**src/pwm_timer_pkg.sv**
```systemverilog
/*
  Constants for the three-output pulse-width block: register indices and
  banks, field positions, reset values and bus encodings.
  Assumes hclk is the oscillator clock, so one hclk period is one
  quarter-cycle and four of them make one instruction cycle.
*/
package pwm_timer_pkg;

  // banks, byte address = bank * 0x100 + index * 4
  localparam logic [2:0] BANK_FLAGS = 3'h1;
  localparam logic [2:0] BANK_TIMER = 3'h2;
  localparam logic [2:0] BANK_PWM = 3'h3;
  localparam logic [2:0] BANK_PWM_C = 3'h7;

  // register indices
  localparam logic [5:0] IDX_PERIPHERAL_FLAGS_ONE = 6'h16;
  localparam logic [5:0] IDX_PERIPHERAL_ENABLES_ONE = 6'h17;
  localparam logic [5:0] IDX_TIMER_ONE_COUNT = 6'h10;
  localparam logic [5:0] IDX_TIMER_TWO_COUNT = 6'h11;
  localparam logic [5:0] IDX_TIMER_ONE_PERIOD = 6'h14;
  localparam logic [5:0] IDX_TIMER_TWO_PERIOD = 6'h15;
  localparam logic [5:0] IDX_DUTY_LOW_FIRST = 6'h10;
  localparam logic [5:0] IDX_DUTY_LOW_SECOND = 6'h11;
  localparam logic [5:0] IDX_DUTY_HIGH_FIRST = 6'h12;
  localparam logic [5:0] IDX_DUTY_HIGH_SECOND = 6'h13;
  localparam logic [5:0] IDX_TIMER_CONTROL_ONE = 6'h16;
  localparam logic [5:0] IDX_TIMER_CONTROL_TWO = 6'h17;
  localparam logic [5:0] IDX_DUTY_LOW_THIRD = 6'h10;
  localparam logic [5:0] IDX_DUTY_HIGH_THIRD = 6'h11;
  localparam logic [5:0] IDX_TIMER_CONTROL_THREE = 6'h16;

  // field positions
  localparam int BIT_CLOCK_SOURCE = 0;
  localparam int BIT_RUN = 0;
  localparam int BIT_PULSE_A_ENABLE = 4;
  localparam int BIT_PULSE_B_ENABLE = 5;
  localparam int BIT_PULSE_C_ENABLE = 0;
  localparam int BIT_BASE_SELECT = 5;
  localparam int BIT_TIMER_FLAG = 4;
  localparam int DUTY_LOW_LSB = 6;

  // read masks for bits outside this block
  localparam logic [7:0] MASK_CONTROL_TWO = 8'h3f;
  localparam logic [7:0] MASK_CONTROL_THREE = 8'h1f;

  // reset values
  localparam logic [7:0] RESET_CONTROL = 8'h00;
  localparam logic [7:0] RESET_ENABLES = 8'h00;
  localparam logic [7:0] RESET_DATA = 8'h00;

  // quarter-cycle phase that ends an instruction cycle
  localparam logic [1:0] PHASE_LAST = 2'h3;

  // bus encodings
  localparam logic [2:0] SIZE_WORD = 3'h2;
  localparam logic [11:0] ADDR_UNMAPPED = 12'hfff;

  typedef enum logic [3:0] {
    BUS_IDLE = 4'b0001,
    BUS_WRITE = 4'b0010,
    BUS_READ_WAIT = 4'b0100,
    BUS_READ_DONE = 4'b1000
  } bus_state_type;

endpackage

```
**src/triple_pwm_timer_base.sv**
```systemverilog
/*
  Three pulse-width outputs on two 8-bit timers, with an AHB-Lite
  register slave, double-buffered duty registers and pin muxing.
  Assumes hclk is the oscillator clock, all inputs are synchronous to
  hclk, and one master with this as the only slave.
*/
`timescale 1ns/1ps

// Behaviour
// three outputs, 10-bit duty, from always low to always high.
// output a uses timer one; b and c choose timer one or two.
// output b uses timer two when its low duty register bit 5 is set.
// output c uses timer two when its low duty register bit 5 is set.
// control two bit 4 drives pin a as pulse output, else port pin.
// control two bit 5 likewise for pin b, control three bit 0 for c.
// period is selected period value plus one, times four oscillator periods.
// duty value is high register then low register bits 7:6.
// high time equals duty value oscillator periods.
// duty value zero keeps output low.
// high register equal to period gives one to four low clocks.
// high register above period keeps output high all period.
// writes go to master; rollover copies to slave and raises output.
// duty register reads return the slave latch.
// software avoids read-modify-write on duty registers.
// timer equal to period clears next increment and sets its flag.
// software clears the timer flags.
// external clock sampled once per instruction cycle; edges may shift.
// software keeps low duty bits zero with external clock.
// software never uses combined timer mode with outputs active.
// timer counts up from zero to period then back to zero.
// source bit clear counts per instruction cycle, set on external falls.
// timer with run bit clear neither counts nor sets its flag.
// phase counter extends timer to 10 bits for duty compare.
module triple_pwm_timer_base (
  input wire logic hclk,
  input wire logic hresetn,
  input wire logic ce,
  input wire logic hsel,
  input wire logic [31:0] haddr,
  input wire logic [1:0] htrans,
  input wire logic hwrite,
  input wire logic [2:0] hsize,
  input wire logic [31:0] hwdata,
  input wire logic hready,
  output logic hreadyout,
  output logic hresp,
  output logic [31:0] hrdata,
  input wire logic shared_ext_timer_clock,
  input wire logic [2:0] port_data_bits,
  input wire logic [2:0] port_direction_bits,
  output logic pulse_out_a,
  output logic pulse_out_b,
  output logic pulse_out_c,
  output logic pulse_a_oe,
  output logic pulse_b_oe,
  output logic pulse_c_oe,
  output logic timer_one_flag,
  output logic timer_two_flag
);

  typedef struct packed {
    pwm_timer_pkg::bus_state_type bus;
    logic [11:0] addr;
    logic [31:0] rdata;
    logic [1:0] phase;
    logic ext;
    logic [1:0][7:0] cnt;
    logic [1:0][7:0] pr;
    logic [1:0] flag;
    logic [7:0] timer_control_one;
    logic [7:0] timer_control_two;
    logic [7:0] timer_control_three;
    logic [7:0] peripheral_enables_one;
    logic [2:0][7:0] dch_m;
    logic [2:0][1:0] dcl_m;
    logic [2:0][7:0] dch_s;
    logic [2:0][1:0] dcl_s;
    logic [2:0] sel;
    logic [2:0] pwm;
    logic [2:0] pin;
    logic [2:0] oe;
  } state_type;

  state_type s_q;
  state_type s_d;
  logic wr;
  logic accept;
  logic icy_end;
  logic [1:0] tick;
  logic [1:0] roll;
  logic [2:0] base;
  logic [2:0] en;
  logic [7:0] wb;

  function automatic logic hit(input logic [11:0] a, input logic [2:0] b,
                               input logic [5:0] i);
    return a == {1'b0, b, i, 2'b00};
  endfunction

  function automatic logic [7:0] read_byte(input state_type s, input logic [11:0] a);
    logic [7:0] r;
    r = 8'h00;
    if (hit(a, pwm_timer_pkg::BANK_FLAGS, pwm_timer_pkg::IDX_PERIPHERAL_FLAGS_ONE)) begin
      r[pwm_timer_pkg::BIT_TIMER_FLAG +: 2] = s.flag;
    end else if (hit(a, pwm_timer_pkg::BANK_FLAGS,
                     pwm_timer_pkg::IDX_PERIPHERAL_ENABLES_ONE)) begin
      r = s.peripheral_enables_one;
    end else if (hit(a, pwm_timer_pkg::BANK_TIMER, pwm_timer_pkg::IDX_TIMER_ONE_COUNT)) begin
      r = s.cnt[0];
    end else if (hit(a, pwm_timer_pkg::BANK_TIMER, pwm_timer_pkg::IDX_TIMER_TWO_COUNT)) begin
      r = s.cnt[1];
    end else if (hit(a, pwm_timer_pkg::BANK_TIMER, pwm_timer_pkg::IDX_TIMER_ONE_PERIOD)) begin
      r = s.pr[0];
    end else if (hit(a, pwm_timer_pkg::BANK_TIMER, pwm_timer_pkg::IDX_TIMER_TWO_PERIOD)) begin
      r = s.pr[1];
    end else if (hit(a, pwm_timer_pkg::BANK_PWM, pwm_timer_pkg::IDX_DUTY_LOW_FIRST)) begin
      r = {s.dcl_s[0], 6'h00};
    end else if (hit(a, pwm_timer_pkg::BANK_PWM, pwm_timer_pkg::IDX_DUTY_LOW_SECOND)) begin
      r = {s.dcl_s[1], s.sel[1], 5'h00};
    end else if (hit(a, pwm_timer_pkg::BANK_PWM, pwm_timer_pkg::IDX_DUTY_HIGH_FIRST)) begin
      r = s.dch_s[0];
    end else if (hit(a, pwm_timer_pkg::BANK_PWM, pwm_timer_pkg::IDX_DUTY_HIGH_SECOND)) begin
      r = s.dch_s[1];
    end else if (hit(a, pwm_timer_pkg::BANK_PWM, pwm_timer_pkg::IDX_TIMER_CONTROL_ONE)) begin
      r = s.timer_control_one;
    end else if (hit(a, pwm_timer_pkg::BANK_PWM, pwm_timer_pkg::IDX_TIMER_CONTROL_TWO)) begin
      r = s.timer_control_two & pwm_timer_pkg::MASK_CONTROL_TWO;
    end else if (hit(a, pwm_timer_pkg::BANK_PWM_C, pwm_timer_pkg::IDX_DUTY_LOW_THIRD)) begin
      r = {s.dcl_s[2], s.sel[2], 5'h00};
    end else if (hit(a, pwm_timer_pkg::BANK_PWM_C, pwm_timer_pkg::IDX_DUTY_HIGH_THIRD)) begin
      r = s.dch_s[2];
    end else if (hit(a, pwm_timer_pkg::BANK_PWM_C,
                     pwm_timer_pkg::IDX_TIMER_CONTROL_THREE)) begin
      r = s.timer_control_three & pwm_timer_pkg::MASK_CONTROL_THREE;
    end
    return r;
  endfunction

  always_comb begin
    s_d = s_q;
    wb = hwdata[7:0];
    wr = (s_q.bus == pwm_timer_pkg::BUS_WRITE);
    accept = hsel && hready && htrans[1] && (hsize == pwm_timer_pkg::SIZE_WORD);

    // bus sequencing, reads take one wait state
    case (s_q.bus)
      pwm_timer_pkg::BUS_READ_WAIT: begin
        s_d.bus = pwm_timer_pkg::BUS_READ_DONE;
        s_d.rdata = {24'h000000, read_byte(s_q, s_q.addr)};
      end
      pwm_timer_pkg::BUS_IDLE, pwm_timer_pkg::BUS_WRITE,
      pwm_timer_pkg::BUS_READ_DONE: begin
        if (accept) begin
          s_d.bus = hwrite ? pwm_timer_pkg::BUS_WRITE : pwm_timer_pkg::BUS_READ_WAIT;
          s_d.addr = (haddr[31:12] == 20'h00000) ? haddr[11:0]
                                                 : pwm_timer_pkg::ADDR_UNMAPPED;
        end else begin
          s_d.bus = pwm_timer_pkg::BUS_IDLE;
        end
      end
      default: begin
        s_d.bus = pwm_timer_pkg::BUS_IDLE;
      end
    endcase

    // control and duty writes
    if (wr) begin
      if (hit(s_q.addr, pwm_timer_pkg::BANK_FLAGS, pwm_timer_pkg::IDX_PERIPHERAL_FLAGS_ONE)) begin
        s_d.flag = wb[pwm_timer_pkg::BIT_TIMER_FLAG +: 2];
      end
      if (hit(s_q.addr, pwm_timer_pkg::BANK_FLAGS,
              pwm_timer_pkg::IDX_PERIPHERAL_ENABLES_ONE)) begin
        s_d.peripheral_enables_one = wb;
      end
      if (hit(s_q.addr, pwm_timer_pkg::BANK_TIMER, pwm_timer_pkg::IDX_TIMER_ONE_PERIOD)) begin
        s_d.pr[0] = wb;
      end
      if (hit(s_q.addr, pwm_timer_pkg::BANK_TIMER, pwm_timer_pkg::IDX_TIMER_TWO_PERIOD)) begin
        s_d.pr[1] = wb;
      end
      if (hit(s_q.addr, pwm_timer_pkg::BANK_PWM, pwm_timer_pkg::IDX_TIMER_CONTROL_ONE)) begin
        s_d.timer_control_one = wb;
      end
      if (hit(s_q.addr, pwm_timer_pkg::BANK_PWM, pwm_timer_pkg::IDX_TIMER_CONTROL_TWO)) begin
        s_d.timer_control_two = wb;
      end
      if (hit(s_q.addr, pwm_timer_pkg::BANK_PWM_C, pwm_timer_pkg::IDX_TIMER_CONTROL_THREE)) begin
        s_d.timer_control_three = wb;
      end
      if (hit(s_q.addr, pwm_timer_pkg::BANK_PWM, pwm_timer_pkg::IDX_DUTY_HIGH_FIRST)) begin
        s_d.dch_m[0] = wb;
      end
      if (hit(s_q.addr, pwm_timer_pkg::BANK_PWM, pwm_timer_pkg::IDX_DUTY_HIGH_SECOND)) begin
        s_d.dch_m[1] = wb;
      end
      if (hit(s_q.addr, pwm_timer_pkg::BANK_PWM_C, pwm_timer_pkg::IDX_DUTY_HIGH_THIRD)) begin
        s_d.dch_m[2] = wb;
      end
      if (hit(s_q.addr, pwm_timer_pkg::BANK_PWM, pwm_timer_pkg::IDX_DUTY_LOW_FIRST)) begin
        s_d.dcl_m[0] = wb[pwm_timer_pkg::DUTY_LOW_LSB +: 2];
      end
      if (hit(s_q.addr, pwm_timer_pkg::BANK_PWM, pwm_timer_pkg::IDX_DUTY_LOW_SECOND)) begin
        s_d.dcl_m[1] = wb[pwm_timer_pkg::DUTY_LOW_LSB +: 2];
        s_d.sel[1] = wb[pwm_timer_pkg::BIT_BASE_SELECT];
      end
      if (hit(s_q.addr, pwm_timer_pkg::BANK_PWM_C, pwm_timer_pkg::IDX_DUTY_LOW_THIRD)) begin
        s_d.dcl_m[2] = wb[pwm_timer_pkg::DUTY_LOW_LSB +: 2];
        s_d.sel[2] = wb[pwm_timer_pkg::BIT_BASE_SELECT];
      end
    end

    // quarter-cycle phase and once-per-cycle sample of the external clock
    s_d.phase = s_q.phase + 2'h1;
    icy_end = (s_q.phase == pwm_timer_pkg::PHASE_LAST);
    if (icy_end) begin
      s_d.ext = shared_ext_timer_clock;
    end

    // timers, flag set wins over a software clear
    for (int i = 0; i < 2; i++) begin
      tick[i] = s_q.timer_control_two[pwm_timer_pkg::BIT_RUN + i] && icy_end &&
                (!s_q.timer_control_one[pwm_timer_pkg::BIT_CLOCK_SOURCE + i] ||
                 (s_q.ext && !shared_ext_timer_clock));
      roll[i] = tick[i] && (s_q.cnt[i] == s_q.pr[i]);
      if (tick[i]) begin
        s_d.cnt[i] = roll[i] ? 8'h00 : s_q.cnt[i] + 8'h01;
      end
      if (roll[i]) begin
        s_d.flag[i] = 1'b1;
      end
    end

    // a software count write wins over an increment
    if (wr && hit(s_q.addr, pwm_timer_pkg::BANK_TIMER, pwm_timer_pkg::IDX_TIMER_ONE_COUNT)) begin
      s_d.cnt[0] = wb;
    end
    if (wr && hit(s_q.addr, pwm_timer_pkg::BANK_TIMER, pwm_timer_pkg::IDX_TIMER_TWO_COUNT)) begin
      s_d.cnt[1] = wb;
    end

    // outputs
    en[0] = s_d.timer_control_two[pwm_timer_pkg::BIT_PULSE_A_ENABLE];
    en[1] = s_d.timer_control_two[pwm_timer_pkg::BIT_PULSE_B_ENABLE];
    en[2] = s_d.timer_control_three[pwm_timer_pkg::BIT_PULSE_C_ENABLE];
    for (int k = 0; k < 3; k++) begin
      base[k] = (k != 0) && s_q.sel[k];
      if (roll[base[k]]) begin
        s_d.dch_s[k] = s_q.dch_m[k];
        s_d.dcl_s[k] = s_q.dcl_m[k];
      end
      // high while the 10-bit count is below the duty value
      s_d.pwm[k] = {s_d.cnt[base[k]], s_d.phase} <
                   {s_d.dch_s[k], s_d.dcl_s[k]};
      s_d.pin[k] = en[k] ? s_d.pwm[k] : port_data_bits[k];
      s_d.oe[k] = en[k] || !port_direction_bits[k];
    end
  end

  always_ff @(posedge hclk or negedge hresetn) begin
    if (!hresetn) begin
      s_q <= '0;
      s_q.bus <= pwm_timer_pkg::BUS_IDLE;
      s_q.timer_control_one <= pwm_timer_pkg::RESET_CONTROL;
      s_q.timer_control_two <= pwm_timer_pkg::RESET_CONTROL;
      s_q.timer_control_three <= pwm_timer_pkg::RESET_CONTROL;
      s_q.peripheral_enables_one <= pwm_timer_pkg::RESET_ENABLES;
      s_q.cnt <= {2{pwm_timer_pkg::RESET_DATA}};
      s_q.pr <= {2{pwm_timer_pkg::RESET_DATA}};
      s_q.dch_m <= {3{pwm_timer_pkg::RESET_DATA}};
      s_q.dch_s <= {3{pwm_timer_pkg::RESET_DATA}};
    end else if (ce) begin
      s_q <= s_d;
    end
  end

  assign hreadyout = ce && (s_q.bus != pwm_timer_pkg::BUS_READ_WAIT);
  assign hresp = 1'b0;
  assign hrdata = s_q.rdata;
  assign pulse_out_a = s_q.pin[0];
  assign pulse_out_b = s_q.pin[1];
  assign pulse_out_c = s_q.pin[2];
  assign pulse_a_oe = s_q.oe[0];
  assign pulse_b_oe = s_q.oe[1];
  assign pulse_c_oe = s_q.oe[2];
  assign timer_one_flag = s_q.flag[0];
  assign timer_two_flag = s_q.flag[1];
endmodule

```
**config.mk**
```make
export PLATFORM = sky130hd
export DESIGN_NAME = triple_pwm_timer_base
export DESIGN_NICKNAME = d
export VERILOG_FILES = /design/src/pwm_timer_pkg.sv /design/src/triple_pwm_timer_base.sv
export SDC_FILE = /design/constraint.sdc
export NUM_CORES = 1
export LEC_CHECK = 0
export BUFFER_PORTS_ARGS = -buffer_cell sky130_fd_sc_hd__buf_2
export CORE_UTILIZATION = 39
export DETAILED_ROUTE_END_ITERATION = 7
export SETUP_SLACK_MARGIN = 0.3
export SYNTH_ARGS = -nofsm -noshare
export SYNTH_HDL_FRONTEND = slang
export SYNTH_SLANG_ARGS = --single-unit
```
**constraint.sdc**
```tcl
create_clock -name hclk -period 6.15 [get_ports hclk]
set_clock_uncertainty 0.05 [all_clocks]
set_input_delay 0.3075 -clock hclk [delete_from_list [all_inputs] [get_ports hclk]]
set_output_delay 0.3075 -clock hclk [all_outputs]
set_load 0.01 [all_outputs]
```
==> results.yml <==
status:
  status: "completed"
run:
  cap_violations: 0
logic_synthesis:
  synth_top_area_share_pct: 39.4
  ys.warnings.count: 0
  synth_seq_cells: 156
  syn_area_um2: 9840
  ys_types: 86
  yosys-top-cells-count: "dfrtp_1 (155), mux2_2 (85), a21oi_1 (75)"
  syn_inst: 976
  avgSynthCellArea_um2: 10.1
  synth_area_leaders: "dfrtp_1 (39%), mux2_2 (9.7%), mux2i_1 (5.3%)"
  synth_most_common_cell: "dfrtp_1"
  synth-edff-count: 0
  yosysSeqAreaShare_pct: 39.7
  yosysTopAreaCell: "dfrtp_1"
  ys_async_sr_fraction_pct: 100
  synth_top_flop_cell: "dfrtp_1"
clock_tree:
  cts_setup_buffers: 0
  path_clk_slew_ps: 70
  cts_buffer_depth: 2
  cts_tree: "yes"
  clock-sinks: 156
  clockRootBuffer: "clkbuf_16"
  clkLatencyLatePin_ps: 440
  cts_resized: 0
  htreeDepth: 4
  numCtsBuffers: 17
setup_path:
  path_cells: "ha_1, nand2_1, a2111oi_2, and3_1, buf_4, nor3_1, a21oi_1, mux2i_1, ha_1, a2111oi_0, o21ai_0, o2111ai_1, a31oi_1, a21oi_1"
  cp-end-kind: "flop"
  worst_ep_required_time_ps: 6460
  cpPeakStageDelay_ps: 620
  crit_arrival_ps: 4950
  critPathBufInv: 1
  slowest_stage: "a2111oi_2"
  critPathTopFamily: "compound AO/OA/AOI/OAI gates"
  path_max_fanout: 12
  regToRegStartpoint: "s_q[139]"
  r2r_slack_ps: 1510
  path_depth: 14
  r2r_cells: 14
  critPathLaunchType: "flop"
  reg2reg_to: "pulse_out_b"
  setup.worst_path.end: "pulse_out_b"
  critPathLaunch: "s_q[139]"
  path_class: "reg2reg"
global_routing:
  grt_pass1_wl_um: 47600
  antenna_found_initial: 2
  overflow: 0
  grt_max_degree: 95
  track_usage_pct: 24.5
  grt_pass1_vias: 7699
placement:
  gp_congestion: 0.962
  hpwl_um: 22000
  placement.io_buffers: 73
  dp_cells: 1314
die:
  rows: 57
  die-area_um2: 25900
  start_util_pct: 40.1
  io_pins: 124
  die_x_um: 161
  dieHeight_um: 161
  core_area_um2: 24500
cells_and_area:
  synthToLayoutAreaGrowth_pct: 10.9
  drive_above_1_share_pct: 24.0
  layoutNonFillerInstCount: 1351
  nets: 1125
routing:
  wl_um: 30700
  antenna_left: 0
  avgRoutedWirePerCell_um: 22.7
  drtIter0Drc: 681
  vias: 7947
  viasPerCell: 5.88
  drc: 0
  dr.pass1.iters: 5
sta:
  relSlewSlack_pct: 14.3
  holdWs_ps: 25.7
  rsz0062_at_grt: "no"
  worst_slew_pin_slew_ps: 1280
  tns_ps: 0
  slew_violations: 0
  fmax_mhz: 216
  finalCriticalPeriod_ps: 4640
  fin_crit_sh_pct: 75.4
  setup_viol: 0
  hold_viol: 0
power:
  p_leak_uw: 0.00474
  power_uw: 2930
  pwr_density_cell_nw_per_um2: 269
  vdd_drop_max_uv: 168
worst_hold_path:
  hp-class: "in2reg"
[cell type report]
cell class | count | area (um2)
Antenna cell | 1 | 2.50
Clock buffer | 18 | 439
Clock inverter | 14 | 175
Fill cell | 2352 | 13600
Inverter | 28 | 105
Multi-Input combinational cell | 723 | 5390
Sequential cell | 156 | 3910
Tap cell | 324 | 405
Timing Repair Buffer | 87 | 487
[power breakdown]
part / leakage, uW / internal [uW] / switching (uW)
combinational: 0.00244 / 229 / 387
sequential: 0.00200 / 1080 / 109
clock: 0.000297 / 628 / 498
total: 0.00474 / 1940 / 993
[cells by family (layout without fill, tap and decap cells)]
kind of cell             Yosys count  count (layout)  share of synthesized area, %
AO/OA/AOI/OAI                    210             210                          14.1
XOR/XNOR                          32              32                          2.85
adder cells (fa/ha/maj)           30              30                          3.81
buffers and inverters            121             147                          6.47
flip-flops                       156             156                          39.7
multiplexers                     148             148                          16.7
other                              1              26                        0.0381
AND/OR/NAND/NOR                  278             278                          16.4
[state kept, by name, indices dropped and copies added (netlist names)]
name / cells
hrdata: 8
base: 2
s_q: 138
timer_two_flag: 1
pulse_b_oe: 1
pulse_out_a: 1
pulse_a_oe: 1
pulse_c_oe: 1
pulse_out_b: 1
pulse_out_c: 1
timer_one_flag: 1
[worst reg2reg max path, delay by kind of cell, from the launching register on]
kind | cells | cell delay [ps]
AO/OA/AOI/OAI | 7 | 1930
adder cells (fa/ha/maj) | 2 | 640
buffers and inverters | 1 | 320
flip-flops | 1 | 490
multiplexers | 1 | 230
AND/OR/NAND/NOR | 3 | 900
[timing repair]
item                                   in CTS  in global routing
hold buffers                                4                  0
endpoints found under the hold margin      95                  0
setup endpoints to repair                   0                  0
[placed cells by master, fill, tap and decap left out, types with 30 or more instances in the layout]
cell and count:
dfrtp_1 155, mux2_2 85, a21oi_1 75, buf_2 72
nor2_1 62, nand2_1 55, mux2i_1 52, nand3_1 33
o21ai_0 30, ha_1 30
[per-stage QoR]
stage,util (%),worst slack [ps],area (um2)
after floorplan,-,2760,9930
after global placement,41.8,1670,10300
after detailed placement,41.8,1630,10300
after CTS,44.5,1590,10900
after global routing,44.5,1240,10900
final,44.5,1510,10900
[layer usage]
layer,global-route usage [%],vias to the layer above,wire [um]
met5,0,-,13
li1,-,3620,-
met4,10.9,2,1220
met1,33.6,3919,13500
met2,37.0,336,13700
met3,5.27,70,2180
[how the worst min path moves through the flow]
stage | start | to | slack (ps) | depth (start not counted)
floorplan | hresetn | base[1] | -40 | 0
global placement | hresetn | s_q[173] | 410 | 1
detailed placement | hresetn | s_q[173] | 420 | 1
CTS | haddr[10] | s_q[183] | 20 | 2
global route | haddr[10] | s_q[183] | 30 | 2
finish | haddr[10] | s_q[183] | 30 | 2
Power figures use the tool's default switching activity.
